===== config.mk =====
export PLATFORM = sky130hd
export DESIGN_NAME = cwd_config_word_decode
export DESIGN_NICKNAME = d
export VERILOG_FILES = /design/src/cwd_pkg.sv /design/src/cwd_config_word_decode.sv
export SDC_FILE = /design/constraint.sdc
export NUM_CORES = 1
export LEC_CHECK = 0
export BUFFER_PORTS_ARGS = -buffer_cell sky130_fd_sc_hd__buf_4
export CORE_UTILIZATION = 55
export CTS_BUF_LIST = sky130_fd_sc_hd__clkbuf_2 sky130_fd_sc_hd__clkbuf_4 sky130_fd_sc_hd__clkbuf_8
export DETAILED_ROUTE_END_ITERATION = 8
export MAX_ROUTING_LAYER = met4
export PLACE_DENSITY = 0.82
export SYNTH_ARGS = -nofsm -noshare
export SYNTH_HDL_FRONTEND = slang
export SYNTH_SLANG_ARGS = --single-unit
export TNS_END_PERCENT = 5

===== constraint.sdc =====
create_clock -name clock_in -period 6.2 [get_ports clock_in]
set_input_delay 1.24 -clock clock_in [delete_from_list [all_inputs] [get_ports clock_in]]
set_output_delay 1.24 -clock clock_in [all_outputs]
set_load 0.02 [all_outputs]

===== src/cwd_pkg.sv =====
// Constants for the configuration word decoder: word indices, field positions,
// codes and timing. Assumes a 10 MHz system clock.
package cwd_pkg;
	// ==========================================================
	// Word indices (byte address is four times the index)
	localparam logic [15:0] IDX_OSC_WORD   = 16'h8007;
	localparam logic [15:0] IDX_SUPV_WORD  = 16'h8008;
	localparam logic [15:0] IDX_WDOG_WORD  = 16'h8009;
	localparam logic [15:0] IDX_MPROT_WORD = 16'h800a;
	localparam logic [15:0] IDX_CPROT_WORD = 16'h800b;
	localparam logic [15:0] IDX_OSC_CTRL   = 16'h8010;
	localparam logic [15:0] IDX_UNLOCK     = 16'h8011;
	localparam logic [15:0] IDX_PIN_LOCK   = 16'h8012;
	localparam logic [15:0] IDX_SW_ENABLE  = 16'h8013;
	localparam logic [15:0] IDX_STATUS     = 16'h8014;
	localparam logic [13:0] WORD_RESET     = 14'h3fff;
	// ==========================================================
	// Field positions
	localparam int POS_FAIL_SAFE   = 13;
	localparam int POS_CLK_SWITCH  = 11;
	localparam int POS_CLK_OUT     = 8;
	localparam int POS_RESET_OSC   = 4;
	localparam int POS_EXT_MODE    = 0;
	localparam int POS_DEBUGGER    = 13;
	localparam int POS_STACK_RST   = 12;
	localparam int POS_ONE_WAY     = 11;
	localparam int POS_ZERO_CROSS  = 10;
	localparam int POS_BOR_VOLT    = 9;
	localparam int POS_BOR_FIELD   = 6;
	localparam int POS_LP_BOR      = 5;
	localparam int POS_PWR_TIMER   = 1;
	localparam int POS_MCLR        = 0;
	localparam int POS_LV_PROG     = 13;
	// ==========================================================
	// Reset oscillator, frequency and divider codes
	localparam logic [2:0] RST_EXT       = 3'h7;
	localparam logic [2:0] RST_FAST_1MHZ = 3'h6;
	localparam logic [2:0] RST_SLOW      = 3'h5;
	localparam logic [2:0] RST_SECONDARY = 3'h4;
	localparam logic [2:0] RST_RESERVED  = 3'h3;
	localparam logic [2:0] RST_EXT_PLL4  = 3'h2;
	localparam logic [2:0] RST_FAST_PLL2 = 3'h1;
	localparam logic [2:0] RST_FAST_32   = 3'h0;
	localparam logic [2:0] FRQ_4MHZ      = 3'h2;
	localparam logic [2:0] FRQ_16MHZ     = 3'h5;
	localparam logic [2:0] FRQ_32MHZ     = 3'h6;
	localparam logic [3:0] DIV_BY4       = 4'h2;
	localparam logic [3:0] DIV_BY1       = 4'h0;
	// ==========================================================
	// External oscillator modes
	localparam logic [2:0] EXT_CLK_HIGH  = 3'h7;
	localparam logic [2:0] EXT_CLK_MID   = 3'h6;
	localparam logic [2:0] EXT_CLK_LOW   = 3'h5;
	localparam logic [2:0] EXT_OFF       = 3'h4;
	localparam logic [2:0] EXT_RESERVED  = 3'h3;
	localparam logic [2:0] XTAL_HS       = 3'h2;
	localparam logic [2:0] XTAL_XT       = 3'h1;
	localparam logic [2:0] XTAL_LP       = 3'h0;
	// ==========================================================
	// Brown-out and power-up timer codes
	localparam logic [1:0] BOR_ALWAYS    = 2'h3;
	localparam logic [1:0] BOR_AWAKE     = 2'h2;
	localparam logic [1:0] BOR_SOFT      = 2'h1;
	localparam logic [1:0] BOR_OFF       = 2'h0;
	localparam logic [1:0] PWRT_OFF      = 2'h3;
	localparam logic [1:0] PWRT_64       = 2'h2;
	localparam logic [1:0] PWRT_16       = 2'h1;
	localparam logic [1:0] PWRT_1        = 2'h0;
	localparam int CLOCK_HZ      = 10_000_000;
	localparam int PWRT_LONG_MS  = 64;
	localparam int PWRT_MID_MS   = 16;
	localparam int PWRT_SHORT_MS = 1;
	// ==========================================================
	// Bus and unlock constants
	localparam logic [1:0] HTRANS_NONSEQ = 2'h2;
	localparam logic [7:0] UNLOCK_KEY1   = 8'h55;
	localparam logic [7:0] UNLOCK_KEY2   = 8'haa;
endpackage : cwd_pkg

===== src/cwd_config_word_decode.sv =====
// Configuration word decoder: holds five 14-bit words, decodes them into
// static controls and reset defaults, with an AHB-Lite register port.
// Assumes words are stable on cfg_word*_in from reset onward, one clock domain.
//
// The AHB-Lite interface to the registers was left to the implementer.
`timescale 1ns/1ps
module cwd_config_word_decode #(
	parameter int PWRT_LONG_CYCLES  = cwd_pkg::PWRT_LONG_MS * (cwd_pkg::CLOCK_HZ / 1000),
	parameter int PWRT_MID_CYCLES   = cwd_pkg::PWRT_MID_MS * (cwd_pkg::CLOCK_HZ / 1000),
	parameter int PWRT_SHORT_CYCLES = cwd_pkg::PWRT_SHORT_MS * (cwd_pkg::CLOCK_HZ / 1000)
) (
	// Clock and reset
	input  wire logic        clock_in,
	input  wire logic        rst_in,
	// Nonvolatile configuration words
	input  wire logic [13:0] cfg_word1_in,
	input  wire logic [13:0] cfg_word2_in,
	input  wire logic [13:0] cfg_word3_in,
	input  wire logic [13:0] cfg_word4_in,
	input  wire logic [13:0] cfg_word5_in,
	// AHB-Lite slave
	input  wire logic        hsel_in,
	input  wire logic [31:0] haddr_in,
	input  wire logic [1:0]  htrans_in,
	input  wire logic        hwrite_in,
	input  wire logic [2:0]  hsize_in,
	input  wire logic        hready_in,
	input  wire logic [31:0] hwdata_in,
	output logic      [31:0] hrdata_out,
	output logic             hreadyout_out,
	output logic             hresp_out,
	// Device events and pins
	input  wire logic        stack_fault_in,
	input  wire logic        sleep_in,
	input  wire logic        master_clear_pin_in,
	// Clock controls
	output logic             fail_safe_monitor_enable_out,
	output logic      [2:0]  current_oscillator_select_out,
	output logic      [2:0]  internal_frequency_select_out,
	output logic      [3:0]  clock_divider_field_out,
	output logic      [2:0]  external_oscillator_mode_out,
	output logic             second_oscillator_pin_out,
	output logic             second_oscillator_pin_oe_out,
	// Supervisor controls
	output logic             debugger_enable_out,
	output logic             stack_fault_reset_out,
	output logic             pin_select_lock_flag_out,
	output logic             zero_cross_enable_out,
	output logic             brownout_low_trip_out,
	output logic             brownout_enable_out,
	output logic             low_power_brownout_enable_out,
	output logic             power_up_done_out,
	output logic             master_clear_reset_out,
	output logic             master_clear_port_mode_out
);
	// ==========================================================
	// State
	typedef struct packed {
		logic [13:0] w1;
		logic [13:0] w2;
		logic [13:0] w3;
		logic [13:0] w4;
		logic [13:0] w5;
		logic        loaded;
		logic [2:0]  cur_osc;
		logic [2:0]  cur_frq;
		logic [3:0]  cur_div;
		logic [2:0]  new_osc;
		logic [3:0]  new_div;
		logic        switch_pend;
		logic [1:0]  unlock_step;
		logic        pin_lock;
		logic        pin_frozen;
		logic        zcd_sw;
		logic        bor_sw;
		logic [1:0]  div4;
		logic        wr_pend;
		logic [15:0] wr_idx;
		logic [31:0] rdata;
		logic [19:0] pwrt_cnt;
		logic        pwrt_done;
		logic [1:0]  mclr_sync;
		logic        stack_rst;
	} cwd_state_t;

	cwd_state_t s_reg;
	cwd_state_t s_next;

	// Top bit of the three-bit external mode field
	localparam int POS_EXT_MODE_HI = cwd_pkg::POS_EXT_MODE + 2;

	logic        addr_ok;
	logic [15:0] addr_idx;
	logic        take;
	logic        clk_out_mode;
	logic        one_way;
	logic        zcd_on;
	logic        bor_on;
	logic        mclr_on;
	logic [31:0] status_word;
	logic [19:0] pwrt_target;
	logic [2:0]  rst_code;

	// ==========================================================
	// Decode of latched words
	always_comb begin
		clk_out_mode = (s_reg.w1[POS_EXT_MODE_HI:cwd_pkg::POS_EXT_MODE] inside
			{cwd_pkg::EXT_CLK_HIGH, cwd_pkg::EXT_CLK_MID, cwd_pkg::EXT_CLK_LOW,
			 cwd_pkg::EXT_OFF}) && !s_reg.w1[cwd_pkg::POS_CLK_OUT];
		one_way = s_reg.w2[cwd_pkg::POS_ONE_WAY];
		bor_on = 1'b0;
		pwrt_target = 20'h0_0000;
		zcd_on = s_reg.w2[cwd_pkg::POS_ZERO_CROSS] ? s_reg.zcd_sw : 1'b1;
		unique case (s_reg.w2[cwd_pkg::POS_BOR_FIELD+1:cwd_pkg::POS_BOR_FIELD])
			cwd_pkg::BOR_ALWAYS: bor_on = 1'b1;
			cwd_pkg::BOR_AWAKE:  bor_on = !sleep_in;
			cwd_pkg::BOR_SOFT:   bor_on = s_reg.bor_sw;
			cwd_pkg::BOR_OFF:    bor_on = 1'b0;
		endcase
		mclr_on = s_reg.w4[cwd_pkg::POS_LV_PROG] | s_reg.w2[cwd_pkg::POS_MCLR];
		unique case (s_reg.w2[cwd_pkg::POS_PWR_TIMER+1:cwd_pkg::POS_PWR_TIMER])
			cwd_pkg::PWRT_OFF: pwrt_target = 20'h0_0000;
			cwd_pkg::PWRT_64:  pwrt_target = 20'(PWRT_LONG_CYCLES);
			cwd_pkg::PWRT_16:  pwrt_target = 20'(PWRT_MID_CYCLES);
			cwd_pkg::PWRT_1:   pwrt_target = 20'(PWRT_SHORT_CYCLES);
		endcase
		// Status: lock, frozen, brown-out, zero-cross, clock-out, clear, timer
		status_word = {24'h00_0000, 1'b0, s_reg.pwrt_done, mclr_on,
			clk_out_mode, zcd_on, bor_on, s_reg.pin_frozen, s_reg.pin_lock};
	end

	// ==========================================================
	// Bus address phase
	// Reads answer from a register, so the slave never inserts waits
	always_comb begin
		addr_idx = haddr_in[17:2];
		addr_ok = (haddr_in[31:18] == 14'h0000) && (haddr_in[1:0] == 2'h0);
		take = hsel_in && hready_in && (htrans_in == cwd_pkg::HTRANS_NONSEQ);
		rst_code = cfg_word1_in[cwd_pkg::POS_RESET_OSC+2:cwd_pkg::POS_RESET_OSC];
	end

	// ==========================================================
	// Next state
	always_comb begin
		s_next = s_reg;
		s_next.wr_pend = 1'b0;
		s_next.switch_pend = 1'b0;
		s_next.div4 = s_reg.div4 + 2'h1;
		s_next.mclr_sync = {s_reg.mclr_sync[0], master_clear_pin_in};
		s_next.stack_rst = stack_fault_in && s_reg.w2[cwd_pkg::POS_STACK_RST];

		// One-shot capture after reset release, read-only afterward
		if (!s_reg.loaded) begin
			s_next.loaded = 1'b1;
			s_next.w1 = cfg_word1_in;
			s_next.w2 = cfg_word2_in;
			s_next.w3 = cfg_word3_in;
			s_next.w4 = cfg_word4_in;
			s_next.w5 = cfg_word5_in;
			s_next.cur_osc = rst_code;
			s_next.new_osc = rst_code;
			unique case (rst_code)
				cwd_pkg::RST_FAST_1MHZ: begin
					s_next.cur_frq = cwd_pkg::FRQ_4MHZ;
					s_next.cur_div = cwd_pkg::DIV_BY4;
				end
				cwd_pkg::RST_FAST_PLL2: begin
					s_next.cur_frq = cwd_pkg::FRQ_16MHZ;
					s_next.cur_div = cwd_pkg::DIV_BY1;
				end
				cwd_pkg::RST_FAST_32: begin
					s_next.cur_frq = cwd_pkg::FRQ_32MHZ;
					s_next.cur_div = cwd_pkg::DIV_BY1;
				end
				// External, PLL, slow, secondary and reserved codes keep defaults
				default: begin
					s_next.cur_frq = cwd_pkg::FRQ_4MHZ;
					s_next.cur_div = cwd_pkg::DIV_BY1;
				end
			endcase
			s_next.new_div = s_next.cur_div;
			s_next.pwrt_cnt = 20'h0_0000;
			s_next.pwrt_done = 1'b0;
		end else if (!s_reg.pwrt_done) begin
			if (s_reg.pwrt_cnt >= pwrt_target)
				s_next.pwrt_done = 1'b1;
			else
				s_next.pwrt_cnt = s_reg.pwrt_cnt + 20'h0_0001;
		end

		// Clock switch completes one cycle after the accepted write
		if (s_reg.switch_pend) begin
			s_next.cur_osc = s_reg.new_osc;
			s_next.cur_div = s_reg.new_div;
		end

		// Data phase of a write
		if (s_reg.wr_pend) begin
			unique case (s_reg.wr_idx)
				cwd_pkg::IDX_OSC_CTRL: begin
					if (s_reg.w1[cwd_pkg::POS_CLK_SWITCH]) begin
						s_next.new_osc = hwdata_in[6:4];
						s_next.new_div = hwdata_in[3:0];
						s_next.switch_pend = 1'b1;
					end
				end
				// Key 2 must follow key 1 with no other value written here in between; other values disarm
				cwd_pkg::IDX_UNLOCK: begin
					if (hwdata_in[7:0] == cwd_pkg::UNLOCK_KEY1)
						s_next.unlock_step = 2'h1;
					else if (hwdata_in[7:0] == cwd_pkg::UNLOCK_KEY2 &&
						s_reg.unlock_step == 2'h1)
						s_next.unlock_step = 2'h2;
					else
						s_next.unlock_step = 2'h0;
				end
				// Any lock write disarms; a set lock in one-way mode stays frozen
				cwd_pkg::IDX_PIN_LOCK: begin
					s_next.unlock_step = 2'h0;
					if (s_reg.unlock_step == 2'h2 && !s_reg.pin_frozen) begin
						s_next.pin_lock = hwdata_in[0];
						if (hwdata_in[0] && one_way)
							s_next.pin_frozen = 1'b1;
					end
				end
				cwd_pkg::IDX_SW_ENABLE: begin
					s_next.zcd_sw = hwdata_in[0];
					s_next.bor_sw = hwdata_in[1];
				end
				// Configuration words, status and unmapped writes are ignored
				default: begin
				end
			endcase
		end

		// Address phase: capture write target or fetch read data
		if (take && hwrite_in) begin
			s_next.wr_pend = addr_ok;
			s_next.wr_idx = addr_idx;
		end
		if (take && !hwrite_in) begin
			s_next.rdata = 32'h0000_0000;
			if (addr_ok) begin
				unique case (addr_idx)
					cwd_pkg::IDX_OSC_WORD:   s_next.rdata = {18'h0_0000, s_reg.w1};
					cwd_pkg::IDX_SUPV_WORD:  s_next.rdata = {18'h0_0000, s_reg.w2};
					cwd_pkg::IDX_WDOG_WORD:  s_next.rdata = {18'h0_0000, s_reg.w3};
					cwd_pkg::IDX_MPROT_WORD: s_next.rdata = {18'h0_0000, s_reg.w4};
					cwd_pkg::IDX_CPROT_WORD: s_next.rdata = {18'h0_0000, s_reg.w5};
					cwd_pkg::IDX_OSC_CTRL:
						s_next.rdata = {13'h0000, s_reg.cur_frq, s_reg.cur_div,
							1'b0, s_reg.cur_osc, 1'b0, s_reg.new_osc, s_reg.new_div};
					cwd_pkg::IDX_UNLOCK:
						s_next.rdata = {30'h0000_0000, s_reg.unlock_step};
					cwd_pkg::IDX_PIN_LOCK:
						s_next.rdata = {30'h0000_0000, s_reg.pin_frozen, s_reg.pin_lock};
					cwd_pkg::IDX_SW_ENABLE:
						s_next.rdata = {30'h0000_0000, s_reg.bor_sw, s_reg.zcd_sw};
					cwd_pkg::IDX_STATUS:     s_next.rdata = status_word;
					default:                 s_next.rdata = 32'h0000_0000;
				endcase
			end
		end
	end

	// ==========================================================
	// Registers
	// Pin synchroniser resets high so no false clear follows reset
	always_ff @(posedge clock_in or posedge rst_in) begin
		if (rst_in) begin
			s_reg <= '{
				w1: cwd_pkg::WORD_RESET, w2: cwd_pkg::WORD_RESET,
				w3: cwd_pkg::WORD_RESET, w4: cwd_pkg::WORD_RESET,
				w5: cwd_pkg::WORD_RESET,
				loaded: 1'b0,
				cur_osc: cwd_pkg::RST_EXT, cur_frq: cwd_pkg::FRQ_4MHZ,
				cur_div: cwd_pkg::DIV_BY1,
				new_osc: cwd_pkg::RST_EXT, new_div: cwd_pkg::DIV_BY1,
				switch_pend: 1'b0, unlock_step: 2'h0,
				pin_lock: 1'b0, pin_frozen: 1'b0,
				zcd_sw: 1'b0, bor_sw: 1'b0, div4: 2'h0,
				wr_pend: 1'b0, wr_idx: 16'h0000, rdata: 32'h0000_0000,
				pwrt_cnt: 20'h0_0000, pwrt_done: 1'b0,
				mclr_sync: 2'h3, stack_rst: 1'b0
			};
		end else begin
			s_reg <= s_next;
		end
	end

	// ==========================================================
	// Outputs
	always_comb begin
		hrdata_out = s_reg.rdata;
		hreadyout_out = 1'b1;
		hresp_out = 1'b0;
		fail_safe_monitor_enable_out = s_reg.w1[cwd_pkg::POS_FAIL_SAFE];
		current_oscillator_select_out = s_reg.cur_osc;
		internal_frequency_select_out = s_reg.cur_frq;
		clock_divider_field_out = s_reg.cur_div;
		external_oscillator_mode_out = s_reg.w1[POS_EXT_MODE_HI:cwd_pkg::POS_EXT_MODE];
		// Bit 1 of the free counter gives the system clock over four
		second_oscillator_pin_out = clk_out_mode & s_reg.div4[1];
		second_oscillator_pin_oe_out = clk_out_mode;
		debugger_enable_out = !s_reg.w2[cwd_pkg::POS_DEBUGGER];
		stack_fault_reset_out = s_reg.stack_rst;
		pin_select_lock_flag_out = s_reg.pin_lock;
		zero_cross_enable_out = zcd_on;
		brownout_low_trip_out = s_reg.w2[cwd_pkg::POS_BOR_VOLT];
		brownout_enable_out = bor_on;
		low_power_brownout_enable_out = !s_reg.w2[cwd_pkg::POS_LP_BOR];
		power_up_done_out = s_reg.pwrt_done;
		master_clear_reset_out = mclr_on & !s_reg.mclr_sync[1];
		master_clear_port_mode_out = !mclr_on;
	end
endmodule : cwd_config_word_decode


==> PnR_summary.wiki, run 1 <==
{| class="wikitable"
! Metric !! Value
|-
| Setup slack of the most critical reg-to-reg path || 3.15 ns
|-
| Number of max-slew violations in the final report || 0
|-
| Area of the core || 14,100 sq um
|-
| Largest net degree at the start of global routing || 116
|-
| Total congestion overflow || 0
|-
| R2R cell count || 5
|-
| RR Endpoint || s_reg[87]
|-
| Number of nets at the end of the flow || ~970
|-
| Run status || finished clean
|-
| CTS H-tree depth || 4
|-
| Final worst-path setup slack || between 2 and 3 ns
|-
| FMAX || between 300 and 400 MHz
|-
| Routed wire length per instance || 19.6 um
|-
| Post-Route WL || around 20 mm
|-
| Number of global-route vias before repair || about 6,000
|-
| Share of cells above drive strength 1 || about half
|-
| Switching part of the total || around 25%
|-
| Post-synthesis sequential area ratio || 49.9%
|-
| Endpoint class of the critical path || primary output
|-
| Ys flop type || sky130_fd_sc_hd__dfstp_2
|-
| CTS tree || built
|-
| Post-CTS setup-driven buffer insertion count || 0
|-
| Synth Instances || a little under 700
|-
| Wire length on met3 || 1.50 mm
|-
| Synth warn || 0
|-
| Data required time of the critical path || 4.96 ns
|-
| Boundary pin count || between 200 and 250
|-
| Worst relative slew slack || between 20% and 30%
|-
| Post-cts resize count || 0
|-
| X dimension of the die || about 120 um
|-
| Maximum clock path buffer count || 2
|-
| Minimum hold slack || roughly 0.36 ns
|-
| Crit path launch || sleep_in
|-
| Worst-case vdd ir drop || about 0.00019 V
|-
| Worst Path Max Fanout || 2
|-
| Clock power share || 36.4%
|-
| Capturing instance or port of the critical path || brownout_enable_out
|-
| Setup repair after global routing missed its margin || no
|-
| Sequential Power Share || 49.5%
|-
| Uppermost layer routed || met4
|-
| Power density over cell area || between 200 and 300 nW/um^2
|-
| Number of antenna cells inserted || 0
|-
| Clock insertion delay at the later pin of the skew report || 0.45 ns
|-
| Root cell of the clock tree || sky130_fd_sc_hd__clkbuf_8
|-
| Worst-case setup slack after placement || roughly 2.6 ns
|-
| Fin Setup TNS || 0 ns
|-
| Half-perimeter wire length after placement || between 10 and 15 mm
|-
| Area added between synthesis and finish || 18.9%
|-
| Switching power of the nets || approximately 0.00060 W
|-
| Data arrival time at the worst-slack endpoint || about 2.0 ns
|-
| Class of the most critical setup path || input port to primary output
|-
| Share of the clock period used by the worst path after layout || between 50 and 60%
|-
| Netlist area before placement || ~8000 sq um
|-
| First-pass GRT wire length || 30.5 mm
|-
| Routability congestion estimate from global placement || ~0.87
|-
| Number of sinks on the clock net || ~160
|-
| Worst Hold Class || register to register
|-
| Reg2Reg Launch Point || s_reg[68]
|-
| Post-route clock skew || about 0.012 ns
|-
| Detailed Routing Iterations Pass 1 || 6
|-
| Number of max-capacitance violations reported || 0
|-
| Number of antenna violations at the first check in global routing || 0
|-
| Final period demand of the worst path || approximately 3.2 ns
|-
| P_leak || approximately 4.3 nW
|-
| Vias per Instance || roughly 5.9
|-
| Starting density of the core || a little under three fifths
|-
| Synth cell types || between 60 and 70
|-
| Startpoint Class || input port
|-
| Total Routing Usage GR || between 20% and 30%
|-
| Final number of setup-violating endpoints || 0
|-
| Total length of routed met2 wires || 9.44 mm
|-
| # hold bufs at CTS || 0
|-
| Fraction of registers with async set/reset || 100%
|-
| Total number of placement rows || 43
|-
| TritonCTS buffer count || 17
|-
| Antenna-violating nets left || 0
|-
| Via count || a little under 6,000
|-
| Worst slew pin tran || 1.16 ns
|-
| Number of enable-type register cells in the synthesized netlist || 0
|-
| Length of routed wiring on met1 || between 8 and 9 mm
|-
| DIE HEIGHT || ~120 um
|-
| DRC violations left || 0
|-
| Clock input transition at the sequential cells of the worst setup and hold paths || around 0.080 ns
|-
| Overall die area || around 15,000 sq um
|-
| Iter 0 DRT Violations || 436
|-
| Final Hold Violating Endpoints || 0
|-
| Flip-flop count of the largest register, all copies and words added || ~120
|-
| Internal Power || roughly 0.0018 W
|-
| Post-synthesis average cell area || ~12 sq um
|-
| Combinational fraction of design power || 14.1%
|-
| Number of buffer cells added on primary ports || 164
|-
| Number of storage elements in the synthesis netlist || ~160
|}
[synth_stat cells, drive strengths merged, types with 5 or more instances]
library cell,count,area [sq um]
nand2,69,259
nor4,16,136
mux2,92,1040
a221oi,5,50.0
nand3,14,70.1
a21o,7,52.6
dfrtp,78,1950
nor2,16,60.1
o22a,9,78.8
inv,25,93.8
clkbuf,18,67.6
nor3,16,85.1
o31ai,6,58.8
mux2i,5,50.1
dfstp,79,2080
a21oi,15,75.1
ha,17,213
nand4b,5,43.8
a22o,7,65.1
a222oi,5,50.1
and3,6,37.5
buf,57,420
a211o,5,43.8
mux4,14,315
nand4,9,62.6
o21ai,29,164
[worst min-delay path by stage]
stage,end,depth (start not counted),startpoint
after floorplan,s_reg[2],0,s_next[2]
after global placement,s_reg[2],0,s_next[2]
after detailed placement,s_reg[2],0,s_next[2]
after CTS,s_reg[2],0,s_next[2]
after global routing,s_reg[2],0,s_next[2]
final,s_reg[2],0,s_next[2]
[routing by layer]
metal	vias up	global-route usage [%]
li1	2677	-
met1	2932	37.6
met2	284	42.1
met3	28	6.46
met4	0	9.86
met5	-	-
[worst max-delay path, stage by stage]
cell and delay [ns]:
sky130_fd_sc_hd__buf_4 0.11, sky130_fd_sc_hd__a21oi_1 0.39, sky130_fd_sc_hd__buf_4 0.23
[final cells by class]
cell class	count	area (sq um)
fill	1063	4490
sequential	157	4030
multi-input combinational	440	3530
timing repair buffer	167	1250
clock buffer	22	284
tap	180	225
clock inverter	10	184
inverter	25	98.8
[power groups by stage]
stage	clock network [W]	logic, W	registers, W
6_report	0.000887	0.000343	0.00121
5_1_grt	0.000946	0.000371	0.00121
4_1_cts	0.000899	0.000345	0.00120
3_5_place_dp	0	0.000344	0.00122
3_3_place_gp	0	0.000330	0.00121
2_1_floorplan	0	0.000225	0.00120
[cell families after synthesis]
kind of cell	after synthesis	synth area share (%)
AOI/OAI and AO/OA	109	10.1
xor gates and xnor gates	3	0.325
adders and majority gates	17	2.63
buffers and inverters	100	7.20
DFF	157	49.9
muxes	111	17.3
other	2	0.0930
and+or+nand+nor	184	12.4
[cells in the final DEF, fill, tap and decap left out, types with 10 or more instances in the layout]
cell and count:
sky130_fd_sc_hd__buf_4 167, sky130_fd_sc_hd__mux2_2 92, sky130_fd_sc_hd__dfstp_2 79, sky130_fd_sc_hd__dfrtp_1 77
sky130_fd_sc_hd__nand2_1 69, sky130_fd_sc_hd__inv_1 24, sky130_fd_sc_hd__clkbuf_8 19, sky130_fd_sc_hd__ha_1 17
sky130_fd_sc_hd__nor2_1 16, sky130_fd_sc_hd__conb_1 16, sky130_fd_sc_hd__a21oi_1 15, sky130_fd_sc_hd__nor3_1 15
sky130_fd_sc_hd__nand3_1 14, sky130_fd_sc_hd__mux4_2 14, sky130_fd_sc_hd__o21ai_1 14, sky130_fd_sc_hd__nor4_1 13
sky130_fd_sc_hd__o21ai_0 10
[per-stage QoR]
stage | cell area, sq um | utilization [%] | cells | total power [W]
floorplan | 8130 | - | 697 | 0.00142
global placement | 9140 | 64.8 | 969 | 0.00154
detailed placement | 9140 | 64.8 | 969 | 0.00156
CTS | 9600 | 68.1 | 1001 | 0.00245
global route | 9600 | 68.1 | 1001 | 0.00253
finish | 9600 | 68.1 | 1001 | 0.00244
Power figures use the tool's default switching activity.
==> run 2: changes to the inputs <==
Settings changed: CORE_UTILIZATION 55 to 50, PLACE_DENSITY 0.82 to 0.79.
Clock period 6.2 ns to 2.7 ns, I/O delays scaled along.
==> run 2 against run 1 <==
  * Flip-flop and latch count did not move
  * Die area rose by 9.8%
  * Clock skew fell by 0.0020 ns
  * Combinational power rose by 140%
  * Worst hold slack got worse by 0.18 ns
  * Wire length fell by 2.5%
  * Register-to-register slack got worse by 3.0 ns
==> PnR_summary.wiki, run 2 (synthesis results as in run 1) <==
{| class="wikitable"
! Metric !! Value
|-
| P_leak || ~4.4 nW
|-
| Data arrival time at the worst-slack endpoint || about 3 ns
|-
| Share of the clock period used by the worst path after layout || between 90% and 100%
|-
| Post-Route WL || between 15 and 20 mm
|-
| FMAX || roughly 390 MHz
|-
| Wire length on met3 || 1.44 mm
|-
| CTS tree || built
|-
| Clock insertion delay at the later pin of the skew report || ~0.46 ns
|-
| Series of cell instances along the critical path || inv_1 > ha_1 > o21bai_1 > ha_1 > nand4_1 > a211o_1 > a211oi_4 > buf_6 > buf_4 > nor4_1 > a211o_1
|-
| CTS H-tree depth || 4
|-
| Area added between synthesis and finish || 22.2%
|-
| Endpoint class of the critical path || register
|-
| Maximum clock path buffer count || 2
|-
| X dimension of the die || 129 um
|-
| Total Routing Usage GR || about a quarter
|-
| Total congestion overflow || 0
|-
| Final number of setup-violating endpoints || 0
|-
| Most common library cell in the layout ignoring fill and taps || sky130_fd_sc_hd__buf_4
|-
| Total length of routed met2 wires || about 9.1 mm
|-
| Routability congestion estimate from global placement || 0.894
|-
| Startpoint Class || register
|-
| Cell count after placement || 1,027
|-
| DRC violations left || 0
|-
| Share of cells above drive strength 1 || between 50% and 60%
|-
| Worst slew pin tran || between 0.8 and 0.9 ns
|-
| Class of the most critical setup path || register to register
|-
| Half-perimeter wire length after placement || 14.1 mm
|-
| Uppermost layer routed || met4
|-
| Iter 0 DRT Violations || 383
|-
| Starting density of the core || between 50 and 60%
|-
| Final instance area || roughly 10000 sq um
|-
| Placed instance area || 9390 sq um
|-
| Final period demand of the worst path || 2.60 ns
|-
| Routed wire length per instance || roughly 18 um
|-
| Clock input transition at the sequential cells of the worst setup and hold paths || approximately 0.09 ns
|-
| Commonest cells after routing, fill and taps aside || sky130_fd_sc_hd__buf_4 (184), sky130_fd_sc_hd__mux2_2 (92), sky130_fd_sc_hd__dfstp_2 (79), sky130_fd_sc_hd__dfrtp_1 (77), sky130_fd_sc_hd__nand2_1 (69)
|-
| Overall die area || between 15,000 and 20,000 sq um
|-
| Number of global-route vias before repair || 5,742
|-
| Largest net degree at the start of global routing || 62
|-
| Setup repair after global routing missed its margin || no
|-
| Run status || finished clean
|-
| Worst Hold Class || input port to register
|-
| Via count || around 6,000
|-
| Detailed Routing Iterations Pass 1 || 7
|-
| Data required time of the critical path || between 3 and 4 ns
|-
| Max incr delay on CP || approximately 0.56 ns
|-
| First-pass GRT wire length || approximately 30 mm
|-
| Crit path buf inv count || 3
|-
| Length of routed wiring on met1 || roughly 8.3 mm
|-
| Number of buffer cells added on primary ports || about 160
|-
| Final Core Density || 62.4%
|-
| Overall Power || between 0.005 and 0.006 W
|-
| Number of max-capacitance violations reported || 0
|-
| Worst-case vdd ir drop || between 0.0004 and 0.0005 V
|-
| Worst Path Max Fanout || 6
|-
| CP max-delay cell || sky130_fd_sc_hd__dfstp_2
|-
| DIE HEIGHT || ~130 um
|-
| Worst relative slew slack || between 40% and 50%
|-
| Boundary pin count || 207
|-
| Power density over cell area || 546 nW/um^2
|-
| Vias per Instance || ~5.6
|-
| Total number of placement rows || 46
|-
| Antenna-violating nets left || 0
|-
| Family of cells with the greatest summed delay on the critical path || compound AO/OA/AOI/OAI gates
|-
| Post-route clock skew || approximately 0.0097 ns
|-
| Area of the core || approximately 16,000 sq um
|-
| Final Hold Violating Endpoints || 0
|-
| Flip-flop count of the largest register, all copies and words added || ~120
|-
| TritonCTS buffer count || 17
|-
| Number of antenna violations at the first check in global routing || 0
|-
| Number of max-slew violations in the final report || 0
|-
| Post-layout instance count excluding filler cells || 1,060
|-
| Number of antenna cells inserted || 0
|-
| Number of nets at the end of the flow || approximately 1,000
|-
| Root cell of the clock tree || sky130_fd_sc_hd__clkbuf_8
|-
| Number of sinks on the clock net || roughly 160
|-
| Fin Setup TNS || 0 ns
|}
==> run 2: final timing paths <==
| kind | cells past startpoint | startpoint | slack, ns | to |
|---|---|---|---|---|
| setup / recovery | 11 | s_reg[144] | 0.10 | s_reg[12] |
| hold / removal | 1 | master_clear_pin_in | 0.18 | s_next[2] |
| setup reg to reg | 11 | s_reg[144] | 0.10 | s_reg[12] |
| hold reg to reg | 0 | s_next[2] | 0.36 | s_reg[2] |
| max in group asynchronous | 3 | rst_in | 1.94 | s_reg[132] |
| min in group asynchronous | 2 | rst_in | 0.37 | s_reg[114] |
==> run 2: per-stage QoR <==
stage	setup WS [ns]	hold slack [ns]
2_1_floorplan	0.226	0.345
3_3_place_gp	0.0486	0.346
3_5_place_dp	-0.0560	0.349
4_1_cts	0.00247	0.154
5_1_grt	0.00461	0.160
6_report	0.105	0.183
==> run 2: power by group <==
part           internal (W)  switching (W)  total [W]
combinational      0.000437       0.000388   0.000824
clock              0.000880       0.000927    0.00181
sequential          0.00263       0.000135    0.00276
total               0.00394        0.00145    0.00539
==> run 2: cell type report <==
type,count,area [sq um]
Tap cell,216,270
Clock inverter,13,153
Timing Repair Buffer,190,1480
Sequential cell,157,4030
Multi-Input combinational cell,440,3580
Fill cell,1259,5950
Inverter,25,97.6
Clock buffer,19,255
==> run 2: repair_timing <==
| action | in CTS | in global routing |
|---|---|---|
| resized for setup | 2 | 11 |
| hold buffers | 0 | 0 |
| gates cloned | 0 | 0 |
| setup buffers | 0 | 1 |
| endpoints found under the setup margin | 5 | 19 |
| pin swaps | 2 | 7 |
==> run 2: routing by layer <==
| layer | track usage (%) | vias to the layer above |
|---|---|---|
| li1 | - | 2733 |
| met3 | 5.57 | 35 |
| met5 | - | - |
| met1 | 32.3 | 2959 |
| met2 | 36.8 | 247 |
| met4 | 8.72 | 0 |
